File: config.mk
export PLATFORM = sky130hd
export DESIGN_NAME = mptc_device_flat
export DESIGN_NICKNAME = d
export VERILOG_FILES = /design/src/inc/mptc_pkg.sv /design/src/inc/mptc_link_if.sv /design/src/hw/mptc_device.sv /design/src/flat_wrapper.sv
export SDC_FILE = /design/constraint.sdc
export NUM_CORES = 1
export LEC_CHECK = 0
export BUFFER_PORTS_ARGS = -buffer_cell sky130_fd_sc_hd__clkbuf_2
export CAP_MARGIN = 20
export CORE_MARGIN = 2
export CORE_UTILIZATION = 35
export CTS_CLUSTER_DIAMETER = 120
export DETAILED_ROUTE_END_ITERATION = 7
export PLACE_DENSITY_LB_ADDON = 0.15
export SYNTH_ARGS = -nofsm -noshare
export SYNTH_HDL_FRONTEND = slang
export SYNTH_HIERARCHICAL = 1
export SYNTH_SLANG_ARGS = --single-unit
File: constraint.sdc
create_clock -name sys_clk -period 39.3 [get_ports sys_clk]
set_input_delay 5.895 -clock sys_clk [delete_from_list [all_inputs] [get_ports sys_clk]]
set_output_delay 5.895 -clock sys_clk [all_outputs]
set_load 0.02 [all_outputs]
File: src/inc/mptc_pkg.sv
`default_nettype none
package mptc_pkg;
    // ------------------------------------------------------------
    // Widths
    // ------------------------------------------------------------
    localparam int unsigned DATA_W = 64;
    localparam int unsigned TS_FIELD_W = 30;
    localparam int unsigned CAPTURE_W = 32;
    localparam int unsigned TAG_W = 16;
    localparam int unsigned TAG_1588_BIT = 15;
    localparam logic TAG_1588_SELECT = 1'b0;
    localparam logic FRAME_FLAG_ON = 1'b1;

    // ------------------------------------------------------------
    // Reset values
    // ------------------------------------------------------------
    localparam logic [CAPTURE_W-1:0] CAPTURE_RESET = 32'h0000_0000;
    localparam logic [CAPTURE_W-1:0] TS_COUNT_RESET = 32'h0000_0000;

    // ------------------------------------------------------------
    // Timing
    // ------------------------------------------------------------
    localparam int unsigned CLK_PERIOD_NS = 4;
    localparam logic [CAPTURE_W-1:0] TS_STEP_NS = CAPTURE_W'(CLK_PERIOD_NS);

    // Divider defaults; every domain rate is an enable pulse from sys_clk
    localparam int unsigned TX_FIFO_DIV = 2;
    localparam int unsigned RX_FIFO_DIV = 2;
    localparam int unsigned CORE_DIV = 1;
    localparam int unsigned LINE_DIV = 3;
    localparam int unsigned TX_FIFO_DEPTH = 8;
    localparam int unsigned RX_FIFO_DEPTH = 8;
    localparam int unsigned TICK_CNT_W = 16;
endpackage
`default_nettype wire

File: src/inc/mptc_link_if.sv
`timescale 1ns/1ps
`default_nettype none
interface mptc_link_if #(
    parameter int unsigned DATA_W = mptc_pkg::DATA_W
);
    // ------------------------------------------------------------
    // Domain enables, made by the device end
    // ------------------------------------------------------------
    logic fabric_tx_fifo_clock;
    logic fabric_rx_fifo_clock;

    // ------------------------------------------------------------
    // Transmit stream, fabric to device
    // ------------------------------------------------------------
    logic tx_valid;
    logic tx_ready;
    logic tx_sop;
    logic tx_eop;
    logic [DATA_W-1:0] tx_data;
    logic tx_frame_flag;
    logic [mptc_pkg::TAG_W-1:0] tx_frame_tag;

    // ------------------------------------------------------------
    // Receive stream, device to fabric
    // ------------------------------------------------------------
    logic rx_valid;
    logic packet_begin_pulse;
    logic rx_eop;
    logic [DATA_W-1:0] rx_data;
    logic [mptc_pkg::TS_FIELD_W-1:0] rx_ts;

    modport dev (
        output fabric_tx_fifo_clock,
        output fabric_rx_fifo_clock,
        input tx_valid,
        output tx_ready,
        input tx_sop,
        input tx_eop,
        input tx_data,
        input tx_frame_flag,
        input tx_frame_tag,
        output rx_valid,
        output packet_begin_pulse,
        output rx_eop,
        output rx_data,
        output rx_ts
    );

    modport fab (
        input fabric_tx_fifo_clock,
        input fabric_rx_fifo_clock,
        output tx_valid,
        input tx_ready,
        output tx_sop,
        output tx_eop,
        output tx_data,
        output tx_frame_flag,
        output tx_frame_tag,
        input rx_valid,
        input packet_begin_pulse,
        input rx_eop,
        input rx_data,
        input rx_ts
    );
endinterface
`default_nettype wire

File: src/hw/mptc_device.sv
`timescale 1ns/1ps
`default_nettype none

// ------------------------------------------------------------
// Enable divider
// ------------------------------------------------------------
module mptc_tick #(
    parameter int unsigned DIV = 1
) (
    input wire logic sys_clk,
    input wire logic srst,
    output logic tick
);
    logic [mptc_pkg::TICK_CNT_W-1:0] cnt;
    logic wrap;

    assign wrap = (cnt == mptc_pkg::TICK_CNT_W'(DIV - 1));

    always_ff @(posedge sys_clk)
    begin
        cnt <= (srst || wrap) ? '0 : cnt + 1'b1;
        tick <= !srst && wrap;
    end
endmodule

// ------------------------------------------------------------
// Domain-crossing FIFO: write and read on separate enables
// ------------------------------------------------------------
module mptc_xfifo #(
    parameter int unsigned W = 8,
    parameter int unsigned DEPTH = 8
) (
    input wire logic sys_clk,
    input wire logic srst,
    input wire logic wr_en,
    input wire logic [W-1:0] wr_data,
    input wire logic rd_en,
    output logic [W-1:0] rd_data,
    output logic full,
    output logic empty
);
    localparam int unsigned AW = $clog2(DEPTH);
    logic [W-1:0] mem [DEPTH];
    // Wrap bit on each pointer; DEPTH must be a power of two
    logic [AW:0] wr_ptr;
    logic [AW:0] rd_ptr;
    logic do_wr;
    logic do_rd;

    assign full = (wr_ptr == {~rd_ptr[AW], rd_ptr[AW-1:0]});
    assign empty = (wr_ptr == rd_ptr);
    assign do_wr = wr_en && !full;
    assign do_rd = rd_en && !empty;
    assign rd_data = mem[rd_ptr[AW-1:0]];

    always_ff @(posedge sys_clk)
    begin
        if (do_wr)
        begin
            mem[wr_ptr[AW-1:0]] <= wr_data;
        end
    end

    always_ff @(posedge sys_clk)
    begin
        if (srst)
        begin
            wr_ptr <= '0;
            rd_ptr <= '0;
        end
        else
        begin
            wr_ptr <= wr_ptr + (AW+1)'(do_wr);
            rd_ptr <= rd_ptr + (AW+1)'(do_rd);
        end
    end
endmodule

// ------------------------------------------------------------
// Device end: MAC timestamp path
// ------------------------------------------------------------
module mptc_device #(
    parameter int unsigned DATA_W = mptc_pkg::DATA_W,
    parameter int unsigned TX_DIV = mptc_pkg::TX_FIFO_DIV,
    parameter int unsigned RX_DIV = mptc_pkg::RX_FIFO_DIV,
    parameter int unsigned CORE_DIV = mptc_pkg::CORE_DIV,
    parameter int unsigned LINE_DIV = mptc_pkg::LINE_DIV,
    parameter int unsigned TX_DEPTH = mptc_pkg::TX_FIFO_DEPTH,
    parameter int unsigned RX_DEPTH = mptc_pkg::RX_FIFO_DEPTH
) (
    input wire logic sys_clk,
    input wire logic srst,
    mptc_link_if.dev link,
    output logic line_tx_valid,
    output logic line_tx_sop,
    output logic line_tx_eop,
    output logic [DATA_W-1:0] line_tx_data,
    input wire logic line_rx_valid,
    input wire logic line_rx_sop,
    input wire logic line_rx_eop,
    input wire logic [DATA_W-1:0] line_rx_data,
    input wire logic sw_capture_read,
    output logic [mptc_pkg::CAPTURE_W-1:0] tx_capture_value,
    output logic capture_ready_flag
);
    localparam int unsigned TXW = DATA_W + 3 + mptc_pkg::TAG_W;
    localparam int unsigned RXW = DATA_W + 2 + mptc_pkg::TS_FIELD_W;

    logic tx_en, rx_en, core_en, line_en;
    logic [mptc_pkg::CAPTURE_W-1:0] ts_count;
    logic tx_full, tx_empty, rx_empty, tx_pop, rx_pop, tx_push;
    logic [TXW-1:0] tx_in, tx_out;
    logic [RXW-1:0] rx_in, rx_out;
    logic [DATA_W-1:0] pop_data;
    logic pop_sop, pop_eop, pop_flag, capture_set;
    logic [mptc_pkg::TAG_W-1:0] pop_tag;

    // ------------------------------------------------------------
    // Domain enables
    // ------------------------------------------------------------
    // One divider per domain, no ratio assumed between them
    mptc_tick #(.DIV(TX_DIV)) u_tick_tx (.sys_clk(sys_clk), .srst(srst), .tick(tx_en));
    mptc_tick #(.DIV(RX_DIV)) u_tick_rx (.sys_clk(sys_clk), .srst(srst), .tick(rx_en));
    mptc_tick #(.DIV(CORE_DIV)) u_tick_core (.sys_clk(sys_clk), .srst(srst), .tick(core_en));
    mptc_tick #(.DIV(LINE_DIV)) u_tick_line (.sys_clk(sys_clk), .srst(srst), .tick(line_en));

    assign link.fabric_tx_fifo_clock = tx_en;
    assign link.fabric_rx_fifo_clock = rx_en;

    // Free-running nanosecond time base
    always_ff @(posedge sys_clk)
    begin
        ts_count <= srst ? mptc_pkg::TS_COUNT_RESET : ts_count + mptc_pkg::TS_STEP_NS;
    end

    // ------------------------------------------------------------
    // Transmit path
    // ------------------------------------------------------------
    // Fabric side writes only on its own enable
    assign tx_push = tx_en && link.tx_valid && link.tx_ready;
    assign tx_in = {link.tx_data, link.tx_sop, link.tx_eop, link.tx_frame_flag, link.tx_frame_tag};
    assign tx_pop = core_en && !tx_empty;
    assign {pop_data, pop_sop, pop_eop, pop_flag, pop_tag} = tx_out;

    mptc_xfifo #(.W(TXW), .DEPTH(TX_DEPTH)) u_tx_fifo (
        .sys_clk(sys_clk),
        .srst(srst),
        .wr_en(tx_push),
        .wr_data(tx_in),
        .rd_en(tx_pop),
        .rd_data(tx_out),
        .full(tx_full),
        .empty(tx_empty)
    );

    // Registered ready lags a cycle; safe since write enables are two apart
    always_ff @(posedge sys_clk)
    begin
        link.tx_ready <= !srst && !tx_full;
    end

    always_ff @(posedge sys_clk)
    begin
        if (srst)
        begin
            line_tx_valid <= 1'b0;
            line_tx_sop <= 1'b0;
            line_tx_eop <= 1'b0;
            line_tx_data <= '0;
        end
        else
        begin
            line_tx_valid <= tx_pop;
            line_tx_sop <= tx_pop && pop_sop;
            line_tx_eop <= tx_pop && pop_eop;
            if (tx_pop)
            begin
                line_tx_data <= pop_data;
            end
        end
    end

    // ------------------------------------------------------------
    // Transmit capture
    // ------------------------------------------------------------
    // Tag is carried through; the capture does not depend on it
    assign capture_set = tx_pop && pop_sop && (pop_flag == mptc_pkg::FRAME_FLAG_ON);

    always_ff @(posedge sys_clk)
    begin
        if (srst)
        begin
            tx_capture_value <= mptc_pkg::CAPTURE_RESET;
        end
        else if (capture_set)
        begin
            tx_capture_value <= ts_count[mptc_pkg::CAPTURE_W-1:0];
        end
    end

    // A capture in the read cycle wins over the clear
    always_ff @(posedge sys_clk)
    begin
        if (srst)
        begin
            capture_ready_flag <= 1'b0;
        end
        else
        begin
            capture_ready_flag <= capture_set || (capture_ready_flag && !sw_capture_read);
        end
    end

    // ------------------------------------------------------------
    // Receive path
    // ------------------------------------------------------------
    // Stamp taken as the packet enters; only 30 bits reach the fabric
    assign rx_in = {line_rx_data, line_rx_sop, line_rx_eop, ts_count[mptc_pkg::TS_FIELD_W-1:0]};
    assign rx_pop = rx_en && !rx_empty;

    // Overflow drops the word: the fabric rate must keep up
    mptc_xfifo #(.W(RXW), .DEPTH(RX_DEPTH)) u_rx_fifo (
        .sys_clk(sys_clk),
        .srst(srst),
        .wr_en(line_en && line_rx_valid),
        .wr_data(rx_in),
        .rd_en(rx_pop),
        .rd_data(rx_out),
        .full(),
        .empty(rx_empty)
    );

    // Drained only on the fabric receive enable
    always_ff @(posedge sys_clk)
    begin
        if (srst)
        begin
            link.rx_valid <= 1'b0;
            link.packet_begin_pulse <= 1'b0;
            link.rx_eop <= 1'b0;
            link.rx_data <= '0;
            link.rx_ts <= '0;
        end
        else
        begin
            link.rx_valid <= rx_pop;
            link.packet_begin_pulse <= rx_pop && rx_out[mptc_pkg::TS_FIELD_W+1];
            link.rx_eop <= rx_pop && rx_out[mptc_pkg::TS_FIELD_W];
            if (rx_pop)
            begin
                link.rx_data <= rx_out[RXW-1 -: DATA_W];
                link.rx_ts <= rx_out[mptc_pkg::TS_FIELD_W-1:0];
            end
        end
    end
endmodule
`default_nettype wire

File: src/flat_wrapper.sv
// flat-port wrapper written by rule: the top's interface ports become plain ports
module mptc_device_flat 
#(
    parameter int unsigned DATA_W = mptc_pkg::DATA_W,
    parameter int unsigned TX_DIV = mptc_pkg::TX_FIFO_DIV,
    parameter int unsigned RX_DIV = mptc_pkg::RX_FIFO_DIV,
    parameter int unsigned CORE_DIV = mptc_pkg::CORE_DIV,
    parameter int unsigned LINE_DIV = mptc_pkg::LINE_DIV,
    parameter int unsigned TX_DEPTH = mptc_pkg::TX_FIFO_DEPTH,
    parameter int unsigned RX_DEPTH = mptc_pkg::RX_FIFO_DEPTH
)
  (sys_clk, srst, line_tx_valid, line_tx_sop, line_tx_eop, line_tx_data, line_rx_valid, line_rx_sop, line_rx_eop, line_rx_data, sw_capture_read, tx_capture_value, capture_ready_flag, link_fabric_tx_fifo_clock, link_fabric_rx_fifo_clock, link_tx_valid, link_tx_ready, link_tx_sop, link_tx_eop, link_tx_data, link_tx_frame_flag, link_tx_frame_tag, link_rx_valid, link_packet_begin_pulse, link_rx_eop, link_rx_data, link_rx_ts);
  mptc_link_if #(.DATA_W(DATA_W)) link_i ();
  input wire logic sys_clk;
  input wire logic srst;
  output logic line_tx_valid;
  output logic line_tx_sop;
  output logic line_tx_eop;
  output logic [DATA_W-1:0] line_tx_data;
  input wire logic line_rx_valid;
  input wire logic line_rx_sop;
  input wire logic line_rx_eop;
  input wire logic [DATA_W-1:0] line_rx_data;
  input wire logic sw_capture_read;
  output logic [mptc_pkg::CAPTURE_W-1:0] tx_capture_value;
  output logic capture_ready_flag;
  output wire logic [$bits(link_i.fabric_tx_fifo_clock)-1:0] link_fabric_tx_fifo_clock;
  output wire logic [$bits(link_i.fabric_rx_fifo_clock)-1:0] link_fabric_rx_fifo_clock;
  input wire logic [$bits(link_i.tx_valid)-1:0] link_tx_valid;
  output wire logic [$bits(link_i.tx_ready)-1:0] link_tx_ready;
  input wire logic [$bits(link_i.tx_sop)-1:0] link_tx_sop;
  input wire logic [$bits(link_i.tx_eop)-1:0] link_tx_eop;
  input wire logic [$bits(link_i.tx_data)-1:0] link_tx_data;
  input wire logic [$bits(link_i.tx_frame_flag)-1:0] link_tx_frame_flag;
  input wire logic [$bits(link_i.tx_frame_tag)-1:0] link_tx_frame_tag;
  output wire logic [$bits(link_i.rx_valid)-1:0] link_rx_valid;
  output wire logic [$bits(link_i.packet_begin_pulse)-1:0] link_packet_begin_pulse;
  output wire logic [$bits(link_i.rx_eop)-1:0] link_rx_eop;
  output wire logic [$bits(link_i.rx_data)-1:0] link_rx_data;
  output wire logic [$bits(link_i.rx_ts)-1:0] link_rx_ts;
  assign link_fabric_tx_fifo_clock = link_i.fabric_tx_fifo_clock;
  assign link_fabric_rx_fifo_clock = link_i.fabric_rx_fifo_clock;
  assign link_i.tx_valid = link_tx_valid;
  assign link_tx_ready = link_i.tx_ready;
  assign link_i.tx_sop = link_tx_sop;
  assign link_i.tx_eop = link_tx_eop;
  assign link_i.tx_data = link_tx_data;
  assign link_i.tx_frame_flag = link_tx_frame_flag;
  assign link_i.tx_frame_tag = link_tx_frame_tag;
  assign link_rx_valid = link_i.rx_valid;
  assign link_packet_begin_pulse = link_i.packet_begin_pulse;
  assign link_rx_eop = link_i.rx_eop;
  assign link_rx_data = link_i.rx_data;
  assign link_rx_ts = link_i.rx_ts;
  mptc_device #(.DATA_W(DATA_W), .TX_DIV(TX_DIV), .RX_DIV(RX_DIV), .CORE_DIV(CORE_DIV), .LINE_DIV(LINE_DIV), .TX_DEPTH(TX_DEPTH), .RX_DEPTH(RX_DEPTH)) u_core (.sys_clk(sys_clk), .srst(srst), .link(link_i), .line_tx_valid(line_tx_valid), .line_tx_sop(line_tx_sop), .line_tx_eop(line_tx_eop), .line_tx_data(line_tx_data), .line_rx_valid(line_rx_valid), .line_rx_sop(line_rx_sop), .line_rx_eop(line_rx_eop), .line_rx_data(line_rx_data), .sw_capture_read(sw_capture_read), .tx_capture_value(tx_capture_value), .capture_ready_flag(capture_ready_flag));
endmodule
Word level (Yosys, flattened, before mapping)
Memories as Yosys holds them, arrays and structs flattened. A register that Yosys moved wholly into a read port is not among the register bits.
Cells that the tools add are included.
Operators by class
  add/sub/neg operators: 9
  $mul: 0
  divide/modulo/power cells: 0
  magnitude comparators: 0
  eq/ne operators: 7
  shift operators: 0
  muxes and demuxes: 6
  bitwise gates (word level): 2
  reductions and logical operators: 32
Operator list (count)
  $add 16x1->16 const B: 4
  $add 32x3->32 const B: 1
  $eq 16x1->1 const B: 2
  $logic_and 1x1->1: 20
  $add 4x1->4: 4
  $eq 16x2->1 const B: 1
  $eq 4x4->1: 4
  $logic_not 16->1: 1
  $logic_not 1->1: 6
  $mux 3: 2
  $logic_or 1x1->1: 5
  $mux 1: 4
  $not 1->1: 2
Word-level totals
  flip-flop bits (word level): 314
  bits in latches: 0
  memory bits (writable): 1432
  bits in read-only memories: 0
  input bits: 154
  output and inout port bits: 200
  memories kept: 2
Memory list
  u_core.u_rx_fifo.mem: words 8, width 96, rd ports 1, clocked after memory_dff 1, write ports 1, RTL line mptc_device.sv:43  | logic [W-1:0] mem [DEPTH];
  u_core.u_tx_fifo.mem: words 8, width 83, rd ports 1, clocked after memory_dff 1, write ports 1, RTL line mptc_device.sv:43

Depth between registers and ports, before layout
  depth after elaboration: 6
  gate-level depth with buffers: 14
  gate-level depth less buffers: 10

Cells and area by module
Netlist, hierarchy kept.
Modules (own cells, without submodules)
  mptc_xfifo (u_core.u_rx_fifo): instances 1, cells each 1163, area an instance 29304.4 µm²
  mptc_xfifo (u_core.u_tx_fifo): instances 1, cells each 1012, area an instance 25400.6 µm²
  mptc_device: instances 1, cells each 1001, area an instance 8044.0 µm²
  mptc_tick (u_core.u_tick_rx ...): instances 2, cells each 85, area an instance 769.5 µm²
  mptc_tick (u_core.u_tick_core): instances 1, cells each 87, area an instance 827.0 µm²
  mptc_tick (u_core.u_tick_line): instances 1, cells each 85, area an instance 787.0 µm²

Worst setup path after synthesis
OpenSTA, ideal clock, no wires.
  kind: in2reg
  start: input port line_rx_valid
  end: memory u_core/u_rx_fifo/mem[5][0] (netlist bit), enable pin
  data arrival time: 15.992 ns
  data required time: 38.479 ns
  slack: 22.487 ns
  stages on the path: 3
  buffers on the path: 0
  path through: and2_1 nand2_1 nor4b_1
Between the ends
  cells in the longest elaborated chain, start to end: 4
Ends and longest elaborated chain
  start, declared: RTL line flat_wrapper.sv:20  | input wire logic line_rx_valid;
  $logic_and 1x1->1: RTL line mptc_device.sv:225  | .wr_en(line_en && line_rx_valid),
  $logic_and 1x1->1: RTL line mptc_device.sv:52  | assign do_wr = wr_en && !full;
  $mux 1: RTL line mptc_device.sv:58  | if (do_wr)
  $mux 1 (not written as such): RTL line mptc_device.sv:60  | mem[wr_ptr[AW-1:0]] <= wr_data;
  end, declared: RTL line mptc_device.sv:43
No other way between the ends.

Worst setup path after layout
  start: input port line_rx_valid
  end: memory u_core/u_rx_fifo/mem[7][37] (netlist bit), enable pin
Same word-level chain as after synthesis.

==> metrics.yaml <==
hold_depth: 2
p_sw_mw: 0.7305
mappedNetlistArea_sq_mm: 0.06113
grt_max_degree: 86
clock-sinks: 1614
path_common_cell: "buf_4"
antenna_found_initial: 18
cp_top_family: "buffers and inverters"
r2r-end: "u_core/line_tx_data[53]"
nNetsFinal: 3904
path_buf_inv: 3
gp_congestion: 0.7077
place_area_sq_mm: 0.06529
setup_tns_ns: 0
ant_nets: 0
routed_via_density: 4.949
dp_hpwl_mm: 76.22
min_period_over_period: 0.2079
dieHeight_um: 421.9
initial_core_util: 0.3521
holdPathEnd: "u_core/link.rx_data[23]"
p_comb_frac: 0.016
p_leak_nw: 22.49
pin_count: 354
post_cts_buffers: 0
path_class: "input port to register"
rsz0062_at_grt: "no"
power_frac_clock: 0.459
clk_path_buf_depth: 3
grt_overflow: 0
required_ns: 39.73
num_vias: 30750
p_int_mw: 2.804
first_pass_iters: 4
final_core_util: 0.4094
tightest_slew_ns: 1.052
drt-total-wl_mm: 143.4
tritoncts: "done"
drc: 0
slew_headroom: 0.2988
cts_resized: 0
place_inst: 5880
grt_pass1_wl_mm: 214.6
hold_viol_final: 0
status: "completed"
seq_power_share: 0.525
numCtsBuffers: 176
core_area_sq_mm: 0.1736
cp_data_arrival_time_ns: 8.60
drive_gt1_frac: 0.3069
area_growth_pct: 16.27
track_usage: 0.1614
drt_iter0_drc: 1727
clock-root-buffer: "clkbuf_16"
cp_max_fo: 50
max-cap-violations: 0
skew_ns: 0.04004
hold_class: "register to register"
syn_inst: 3338
num-fill-cells: 15740
setup_viol: 0
swShare: 0.2067
fmaxAchievable_mhz: 122.4
worst_path_largest_cell_delay_ns: 0.85
instances_no_fill: 6213
peakVddDrop_mv: 0.04265
die_area_sq_mm: 0.1780
fp-row-count: 153
maxSlewViolCount: 0
final_common_cell: "edfxtp_1"
start_kind: "input port"
hp-start: "u_core/link.rx_data[23]"
clkLatencyLatePin_ns: 0.82
htree_levels: 4
avgRoutedWirePerCell_um: 23.08
grt_pass1_vias: 32470
die_w_um: 421.9
worst_setup_path_end_kind: "register"
hold_buffers: 0
reg2reg_from: "u_core/u_tx_fifo/rd_ptr[0]"
rr_worst_depth: 7
path_cells: "clkbuf_2 > and2_1 > nand4_1 > nor2_4 > buf_4 > buf_4"
r2r_setup_slack_ns: 34.95
io_buffers: 335
path_clk_slew_ns: 0.06
p_per_area_mw_per_mm2: 49.74
design_area_sq_mm: 0.07108
final_cell_mix: "1,304 x edfxtp_1, 402 x nand2_1, 334 x clkbuf_2"
yosysWarnings: 6
syn_area_per_cell_sq_um: 18.31
critPathSlowestCell: "buf_4"
min_period_ns: 8.172
==> area by class of cell <==
type	count	area [sq um]	area share
Antenna cell	1	2.502	0.00003521
Clock buffer	253	4906	0.06902
Clock inverter	79	875.8	0.01232
Inverter	18	70.07	0.0009858
Multi-Input combinational cell	1530	14800	0.2082
Sequential cell	1614	45390	0.6386
Tap cell	2325	2909	0.04093
Timing Repair Buffer	393	2130	0.02996
==> layer usage <==
layer / wire length, um / vias to the layer above / GRT usage
li1: - / 13810 / -
met1: 61950 / 16110 / 0.2104
met2: 71090 / 586 / 0.2698
met3: 6925 / 219 / 0.03622
met4: 3230 / 30 / 0.04636
met5: 197 / - / 0
==> per-stage QoR <==
stage | hold WS, ns | worst slack, ns | total power [mW]
detailed placement | 0.4460 | 30.20 | 1.949
global placement | 0.4411 | 30.20 | 1.948
finish | 0.4518 | 31.13 | 3.535
global route | 0.4691 | 30.96 | 3.665
CTS | 0.4546 | 31.11 | 3.592
floorplan | 0.4452 | 22.49 | 1.918
==> how the worst max path moves through the flow <==
stage / start / endpoint / slack, ns / cells after the start
CTS: line_rx_valid / u_core/u_rx_fifo/mem[7][37] / 31.11 / 6
global placement: line_rx_valid / u_core/u_rx_fifo/mem[7][22] / 30.20 / 6
global route: line_rx_valid / u_core/u_rx_fifo/mem[7][34] / 30.96 / 6
finish: line_rx_valid / u_core/u_rx_fifo/mem[7][37] / 31.13 / 6
detailed placement: line_rx_valid / u_core/u_rx_fifo/mem[7][22] / 30.20 / 6
floorplan: line_rx_valid / u_core/u_rx_fifo/mem[5][0] / 22.49 / 3
==> registers in the layout, indices dropped and copies added, names as in the netlist, 16 cells and up <==
signal	count
u_core/line_tx_data	64
u_core/link.rx_data	64
u_core/link.rx_ts	30
u_core/ts_count	30
u_core/tx_capture_value	30
u_core/u_rx_fifo/mem	768
u_core/u_tick_core/cnt	16
u_core/u_tick_line/cnt	16
u_core/u_tick_rx/cnt	16
u_core/u_tick_tx/cnt	16
u_core/u_tx_fifo/mem	536
==> power groups by stage <==
stage	logic [mW]	registers, mW	clock network (mW)
6_report	0.0558	1.86	1.62
5_1_grt	0.0627	1.86	1.75
4_1_cts	0.0575	1.86	1.68
3_5_place_dp	0.0574	1.89	0
3_3_place_gp	0.0566	1.89	0
2_1_floorplan	0.0242	1.89	0
==> worst register-to-register path: stages (launching register included) <==
cell and delay, ns:
dfxtp_4 0.72, buf_4 0.79, buf_4 0.67, buf_4 0.88
mux4_2 0.65, mux2_2 0.28, nand2_1 0.11, a21oi_1 0.09
Note: power is estimated with default switching activity, not from simulation.
